File: config.mk
export PLATFORM = sky130hd
export DESIGN_NAME = pwm_align_concat_control
export DESIGN_NICKNAME = d
export VERILOG_FILES = /design/src/pwm_ctl_pkg.sv /design/src/pwm_prescaler_gate.sv /design/src/pwm_pair_route.sv /design/src/pwm_align_concat_control.sv
export VERILOG_INCLUDE_DIRS = /design/src /design/src/src
export SDC_FILE = /design/constraint.sdc
export NUM_CORES = 1
export LEC_CHECK = 0
export CORE_ASPECT_RATIO = 2
export CORE_UTILIZATION = 40
export DETAILED_ROUTE_END_ITERATION = 7
export DONT_BUFFER_PORTS = 1
export GPL_ROUTABILITY_DRIVEN = 0
export REMOVE_ABC_BUFFERS = 1
export SLEW_MARGIN = 10
export SYNTH_ARGS = -nofsm -noshare
export SYNTH_HDL_FRONTEND = slang
export SYNTH_HIERARCHICAL = 1
export SYNTH_SLANG_ARGS = --single-unit
File: constraint.sdc
create_clock -name pclk -period 2.4 [get_ports pclk]
set_clock_uncertainty 0.1 [all_clocks]
set_input_delay 0.48 -clock pclk [delete_from_list [all_inputs] [get_ports pclk]]
set_output_delay 0.48 -clock pclk [all_outputs]
set_load 0.05 [all_outputs]
File: src/pwm_ctl_map.svh
`ifndef PWM_CTL_MAP_SVH
`define PWM_CTL_MAP_SVH

// register byte offsets
`define CENTER_ALIGN_OFS 12'h000
`define MOD_CTRL_OFS 12'h004

// implemented bits and reset values
`define CENTER_ALIGN_MASK 8'h3f
`define MOD_CTRL_MASK 8'h7c
`define CENTER_ALIGN_RST 8'h00
`define MOD_CTRL_RST 8'h00

// modulator_control field positions
`define JOIN01_BIT 4
`define JOIN23_BIT 5
`define JOIN45_BIT 6
`define WAIT_STOP_BIT 3
`define FREEZE_STOP_BIT 2

`endif

File: src/pwm_ctl_pkg.sv
package pwm_ctl_pkg;

    typedef enum logic [1:0] {
        SEL_CENTER,
        SEL_CONTROL,
        SEL_NONE
    } reg_sel_t;

    // per-channel bits owned by the rest of the unit
    typedef struct packed {
        logic [5:0] enable;
        logic [5:0] polarity;
        logic [5:0] clock_sel;
    } raw_ctrl_t;

    // effective per-channel controls after joining
    typedef struct packed {
        logic [5:0] enable;
        logic [5:0] polarity;
        logic [5:0] clock_sel;
        logic [5:0] center;
    } chan_ctrl_t;

    // one channel's controls
    typedef struct packed {
        logic enable;
        logic polarity;
        logic clock_sel;
        logic center;
    } bit_ctrl_t;

endpackage : pwm_ctl_pkg

File: src/pwm_prescaler_gate.sv
`timescale 1ns/100ps

module pwm_prescaler_gate (
    // clock and reset
    input wire logic pclk,
    input wire logic presetn,
    // chip mode, same clock domain
    input wire logic wait_mode,
    input wire logic freeze_mode,
    // control bits
    input wire logic wait_stop,
    input wire logic freeze_stop,
    // prescaler input clock enable
    output logic run
);
    import pwm_ctl_pkg::*;

    logic next_run;

    // a clock enable, not a gated clock, keeps one clock tree
    always_comb begin
        next_run = 1'b1;
        if (wait_stop && wait_mode) begin
            next_run = 1'b0;
        end else if (freeze_stop && freeze_mode) begin
            next_run = 1'b0;
        end
    end

    always_ff @(posedge pclk or negedge presetn) begin
        if (!presetn) begin
            run <= 1'b1;
        end else begin
            run <= next_run;
        end
    end

endmodule : pwm_prescaler_gate

File: src/pwm_pair_route.sv
`timescale 1ns/100ps

module pwm_pair_route (
    // clock and reset
    input wire logic pclk,
    input wire logic presetn,
    // pair join bit
    input wire logic join_pair,
    // raw controls and waveforms of the pair
    input wire pwm_ctl_pkg::bit_ctrl_t hi_raw,
    input wire pwm_ctl_pkg::bit_ctrl_t lo_raw,
    input wire logic hi_wave,
    input wire logic lo_wave,
    // effective controls and pins
    output pwm_ctl_pkg::bit_ctrl_t hi_eff,
    output pwm_ctl_pkg::bit_ctrl_t lo_eff,
    output logic hi_pin,
    output logic lo_pin
);
    import pwm_ctl_pkg::*;

    bit_ctrl_t next_hi_eff;
    bit_ctrl_t next_lo_eff;
    logic next_hi_pin;
    logic next_lo_pin;

    always_comb begin
        next_lo_eff = lo_raw;
        next_lo_pin = lo_wave & lo_raw.enable;
        if (join_pair) begin
            // high byte counts with the low channel's clock and mode
            next_hi_eff = lo_raw;
            next_hi_eff.enable = 1'b0;
            next_hi_pin = 1'b0;
        end else begin
            next_hi_eff = hi_raw;
            next_hi_pin = hi_wave & hi_raw.enable;
        end
    end

    always_ff @(posedge pclk or negedge presetn) begin
        if (!presetn) begin
            hi_eff <= '0;
            lo_eff <= '0;
            hi_pin <= 1'b0;
            lo_pin <= 1'b0;
        end else begin
            hi_eff <= next_hi_eff;
            lo_eff <= next_lo_eff;
            hi_pin <= next_hi_pin;
            lo_pin <= next_lo_pin;
        end
    end

endmodule : pwm_pair_route

File: src/pwm_align_concat_control.sv
`timescale 1ns/100ps
`include "pwm_ctl_map.svh"

// Notes on behaviour
// - one alignment bit per channel; 1 center aligned, 0 left aligned
// - three join bits each merge an adjacent channel pair into 16 bits
// - with join clear, both channels of the pair run independently
// - bit 6 joins 4/5; channel 4 high byte, output on pin 5
// - bit 5 joins 2/3; channel 2 high byte, output on pin 3
// - bit 4 joins 0/1; channel 0 high byte, output on pin 1
// - joined pair follows the low channel's clock, polarity, enable, alignment
// - wait-stop bit set stops prescaler clock during wait mode
// - freeze-stop bit set stops prescaler clock during freeze mode
// - registers stay accessible in freeze; clock resumes on bit clear or exit
// - both registers readable and writable at any time
// - with 0/1 joined, channel 0 enable ignored and its line off
module pwm_align_concat_control #(
    parameter int ADDR_W = 12,
    parameter int NUM_PAIRS = 3
) (
    // clock and reset
    input wire logic pclk,
    input wire logic presetn,
    // apb slave
    input wire logic psel,
    input wire logic penable,
    input wire logic pwrite,
    input wire logic [ADDR_W-1:0] paddr,
    input wire logic [31:0] pwdata,
    output logic [31:0] prdata,
    output logic pready,
    output logic pslverr,
    // per-channel bits and waveforms from the rest of the unit
    input wire pwm_ctl_pkg::raw_ctrl_t chan_raw,
    input wire logic [5:0] chan_wave,
    // chip mode
    input wire logic wait_mode,
    input wire logic freeze_mode,
    // effective controls and pins
    output pwm_ctl_pkg::chan_ctrl_t chan_eff,
    output logic [2:0] join_state,
    output logic [5:0] modulator_output_port,
    output logic prescaler_clk_run
);
    import pwm_ctl_pkg::*;

    if (ADDR_W < 3 || ADDR_W > 32) begin : g_bad_addr
        $error("address width must lie between 3 and 32");
    end
    // join bit positions are fixed for three pairs
    if (NUM_PAIRS != 3) begin : g_bad_pairs
        $error("the join field serves exactly three pairs");
    end

    logic [7:0] center_align_select;
    logic [7:0] modulator_control;
    logic [7:0] next_center_align_select;
    logic [7:0] next_modulator_control;
    logic [31:0] next_prdata;
    reg_sel_t sel;
    logic wr_access;
    logic rd_setup;
    bit_ctrl_t raw_ch [0:5];
    bit_ctrl_t eff_ch [0:5];
    logic [5:0] pin;

    function automatic reg_sel_t decode(input logic [ADDR_W-1:0] a);
        reg_sel_t s;
        s = SEL_NONE;
        if (a == ADDR_W'(`CENTER_ALIGN_OFS)) begin
            s = SEL_CENTER;
        end else if (a == ADDR_W'(`MOD_CTRL_OFS)) begin
            s = SEL_CONTROL;
        end
        return s;
    endfunction : decode

    // zero wait states: every access ends in its first access cycle
    assign sel = decode(paddr);
    assign wr_access = psel && penable && pwrite;
    assign rd_setup = psel && !penable && !pwrite;
    assign pready = 1'b1;
    assign pslverr = psel && penable && (sel == SEL_NONE);

    // no interlock on enables: safe ordering is left to software
    always_comb begin
        next_center_align_select = center_align_select;
        next_modulator_control = modulator_control;
        if (wr_access && sel == SEL_CENTER) begin
            next_center_align_select = pwdata[7:0] & `CENTER_ALIGN_MASK;
        end else if (wr_access && sel == SEL_CONTROL) begin
            next_modulator_control = pwdata[7:0] & `MOD_CTRL_MASK;
        end
    end

    // read data is captured in the setup cycle so it is a flop output
    always_comb begin
        next_prdata = prdata;
        if (rd_setup) begin
            if (sel == SEL_CENTER) begin
                next_prdata = {24'h000000, center_align_select};
            end else if (sel == SEL_CONTROL) begin
                next_prdata = {24'h000000, modulator_control};
            end else begin
                next_prdata = 32'h00000000;
            end
        end
    end

    always_ff @(posedge pclk or negedge presetn) begin
        if (!presetn) begin
            center_align_select <= `CENTER_ALIGN_RST;
            modulator_control <= `MOD_CTRL_RST;
            prdata <= 32'h00000000;
        end else begin
            center_align_select <= next_center_align_select;
            modulator_control <= next_modulator_control;
            prdata <= next_prdata;
        end
    end

    assign join_state = {modulator_control[`JOIN45_BIT], modulator_control[`JOIN23_BIT],
                         modulator_control[`JOIN01_BIT]};

    always_comb begin
        for (int i = 0; i < 6; i++) begin
            raw_ch[i].enable = chan_raw.enable[i];
            raw_ch[i].polarity = chan_raw.polarity[i];
            raw_ch[i].clock_sel = chan_raw.clock_sel[i];
            raw_ch[i].center = center_align_select[i];
        end
    end

    for (genvar p = 0; p < NUM_PAIRS; p++) begin : g_pair
        pwm_pair_route u_route (
            .pclk(pclk),
            .presetn(presetn),
            .join_pair(join_state[p]),
            .hi_raw(raw_ch[2*p]),
            .lo_raw(raw_ch[2*p+1]),
            .hi_wave(chan_wave[2*p]),
            .lo_wave(chan_wave[2*p+1]),
            .hi_eff(eff_ch[2*p]),
            .lo_eff(eff_ch[2*p+1]),
            .hi_pin(pin[2*p]),
            .lo_pin(pin[2*p+1])
        );
    end

    always_comb begin
        for (int i = 0; i < 6; i++) begin
            chan_eff.enable[i] = eff_ch[i].enable;
            chan_eff.polarity[i] = eff_ch[i].polarity;
            chan_eff.clock_sel[i] = eff_ch[i].clock_sel;
            chan_eff.center[i] = eff_ch[i].center;
        end
    end

    assign modulator_output_port = pin;

    // register access is never blocked by freeze
    pwm_prescaler_gate u_gate (
        .pclk(pclk),
        .presetn(presetn),
        .wait_mode(wait_mode),
        .freeze_mode(freeze_mode),
        .wait_stop(modulator_control[`WAIT_STOP_BIT]),
        .freeze_stop(modulator_control[`FREEZE_STOP_BIT]),
        .run(prescaler_clk_run)
    );

    for (genvar q = 0; q < NUM_PAIRS; q++) begin : g_chk

    end
endmodule : pwm_align_concat_control

==> flow_metrics.env <==
export IMPL_worst_pin_slew_ns=0.694
export IMPL_dieHeight_um=103
export IMPL_rows=36
export IMPL_synth_area_leaders="dfrtp_1 (58%), buf_4 (11%), mux2_2 (11%)"
export IMPL_final_common_cell="dfrtp_1"
export IMPL_cpLargestDelayFamily="simple AND/OR/NAND/NOR gates"
export IMPL_cp_max_fo=3
export IMPL_maxCapViolations=0
export IMPL_start_util_pct=41.9
export IMPL_place_area_sq_um=1990
export IMPL_final_cells=203
export IMPL_netlist_instances=144
export IMPL_antenna_found_initial=0
export IMPL_whs_ns=0.112
export IMPL_status="finished, final reports clean"
export IMPL_synth_compound_area_share_pct=4.01
export IMPL_io_pins=143
export IMPL_core_sq_um=4910
export IMPL_dr_first_iter_drc_count=12
export IMPL_critPathArrivalTime_ns=1.32
export IMPL_final_area_sq_um=2110
export IMPL_synth_fa_ha_area_share_pct=0
export IMPL_post_place_cells=194
export IMPL_syn_area_per_cell_sq_um=14.3
export IMPL_fin_util_pct=43.0
export IMPL_num_vias=1031
export IMPL_hold_path_class="primary input to register"
export IMPL_htree_num_levels=2
export IMPL_drtPass1Iterations=2
export IMPL_cp_cell_sequence="nor4_4 > nand3_2 > and3_1"
export IMPL_power_density_nw_per_um2=729
export IMPL_slowest_delay_ns=0.37
export IMPL_grt_setup_unrepaired="false"
export IMPL_maxSlewViolCount=0
export IMPL_clkSinkCount=49
export IMPL_netlist_area_leader_share_pct=58.4
export IMPL_grt_pass1_vias=1059
export IMPL_wl_um=3620
export IMPL_yosysTopAreaCell="dfrtp_1"
export IMPL_postSynth_asyncResetShare_pct=100
export IMPL_dieWidth_um=52.7
export IMPL_synthXorXnorAreaFrac_pct=0
export IMPL_area_growth_pct=2.49
export IMPL_required_ns=1.82
export IMPL_synthMuxAreaShare_pct=12.9
export IMPL_synth_edf_count=0
export IMPL_path_buf_inv=0
export IMPL_fmax_mhz=526
export IMPL_cts_max_path_buffers=2
export IMPL_synthesis_area_sq_um=2060
export IMPL_peakVddDrop_uv=497
export IMPL_fin_crit_sh_pct=79.3
export IMPL_startpoint_type="primary input"
export IMPL_ys_types=24
export IMPL_final_cell_mix="dfrtp_1 (48), conb_1 (26), mux2_2 (20), nand2_1 (8), clkbuf_8 (6)"
export IMPL_io_buffers=0
export IMPL_final_hold_viol_count=0
export IMPL_clock_root_buffer="clkbuf_8"
export IMPL_yosys_area_share_simple_pct=11.0
export IMPL_track_usage_pct=13.2
export IMPL_dp_final_hpwl_um=2830
export IMPL_antenna_left=0
export IMPL_layout_drive_gt1_share_pct=30.1
export IMPL_num_antenna_cells=0
export IMPL_ys_ff_latch=49
export IMPL_setup_viol=0
export IMPL_cts_made_buffers=5
export IMPL_drc_errors=0
export IMPL_fp_dieArea_sq_um=5450
export IMPL_cts_tree="built"
export IMPL_nets=221
export IMPL_fillers=478
export IMPL_grt_max_degree=50
export IMPL_yosys_warnings=6
export IMPL_tns_ns=0
export IMPL_crit_type="primary input to output port"
export IMPL_post_cts_resized=0
export IMPL_critPathSlowestCell="and3_1"
export IMPL_grt_first_pass_wirelength_um=5120
export IMPL_grt_overflow_total=0
export IMPL_slew_headroom_pct=53.7
export IMPL_synth_top_family_by_area="multiplexers"
export IMPL_ys_flop_type="dfrtp_1"
export IMPL_clk_pin_slew_ns=0.08
export IMPL_viasPerCell=5.08
export IMPL_seq_area_frac_synth_pct=59.6
export IMPL_total_leakage_power_nw=1.01
export IMPL_clock_latency_ns=0.29
export IMPL_wire_per_inst_um=17.8
export IMPL_critPathCaptureType="output port"
export IMPL_min_period_ns=1.90
-- path summary, 6_finish.rpt --
path                                                    start  slack (ns)                               endpoint  cells after the start
max                                                  paddr[8]        0.50                                pslverr                      3
min                                               chan_raw[1]        0.11  g_pair[0].u_route/lo_eff[1]$_DFF_PN0_                      0
max in group asynchronous                             presetn        1.33                   u_gate/run$_DFF_PN1_                      2
min in group asynchronous                             presetn        0.60     g_pair[0].u_route/hi_pin$_DFF_PN0_                      2
min reg2reg                center_align_select[1]$_DFFE_PN0P_        0.33  g_pair[0].u_route/lo_eff[0]$_DFF_PN0_                      0
max reg2reg                  modulator_control[6]$_DFFE_PN0P_        0.99  g_pair[2].u_route/hi_eff[0]$_DFF_PN0_                      1
-- synthesized netlist by cell type, types with 2 or more instances --
cell	count
and2_1	3
and2b_2	3
and3b_2	3
buf_4	30
conb_1	2
dfrtp_1	48
inv_1	2
mux2_2	20
mux2i_1	4
nand2_1	8
nand4_2	2
nor4_4	2
o31ai_1	5
o41ai_2	2
-- flip-flops by register name, summed over array words and instances, names as in the netlist --
| register | cells |
|---|---|
| g_pair.u_route/hi_eff | 12 |
| g_pair.u_route/lo_eff | 12 |
| prdata | 7 |
| center_align_select | 6 |
| modulator_control | 5 |
| g_pair.u_route/hi_pin | 3 |
| g_pair.u_route/lo_pin | 3 |
| u_gate/run | 1 |
-- metal layers --
layer / wire, um / GRT usage, %
met1: 1040 / 11.3
met3: 311 / 4.39
met2: 2180 / 25.6
met5: 0 / 0
met4: 87 / 6.68
-- cell type report --
type	count	area [sq um]	share of cell area (%)
clock buffer	7	86.3	4.09
tap	57	71.3	3.38
sequential	49	1230	58.2
inverter	2	7.51	0.356
timing repair buffer	3	45.0	2.14
multi-input combinational	85	672	31.9
-- logic make-up (layout without fill, tap and decap cells) --
| group | Yosys count | after routing |
|---|---|---|
| AO/OA/AOI/OAI | 8 | 8 |
| buffers and inverters | 34 | 12 |
| flip-flops | 49 | 49 |
| multiplexers | 24 | 24 |
| other | 2 | 26 |
| AND/OR/NAND/NOR | 27 | 27 |
-- repair_timing --
action | 4_1_cts | 5_1_grt
hold buffers | 2 | 0
hold endpoints to repair | 49 | 0
setup buffers | 0 | 0
-- through the flow --
step	total power [W]	setup WS, ns
2_1_floorplan	0.00106	0.402
3_3_place_gp	0.00106	0.507
3_5_place_dp	0.00106	0.491
4_1_cts	0.00156	0.492
5_1_grt	0.00161	0.439
6_report	0.00154	0.498
-- where the power goes --
group	switching, W	internal [W]
Combinational	0.000117	0.0000204
Clock	0.000242	0.000229
Sequential	0.0000841	0.000845
Total	0.000444	0.00109
(Power assumes the default switching activity.)
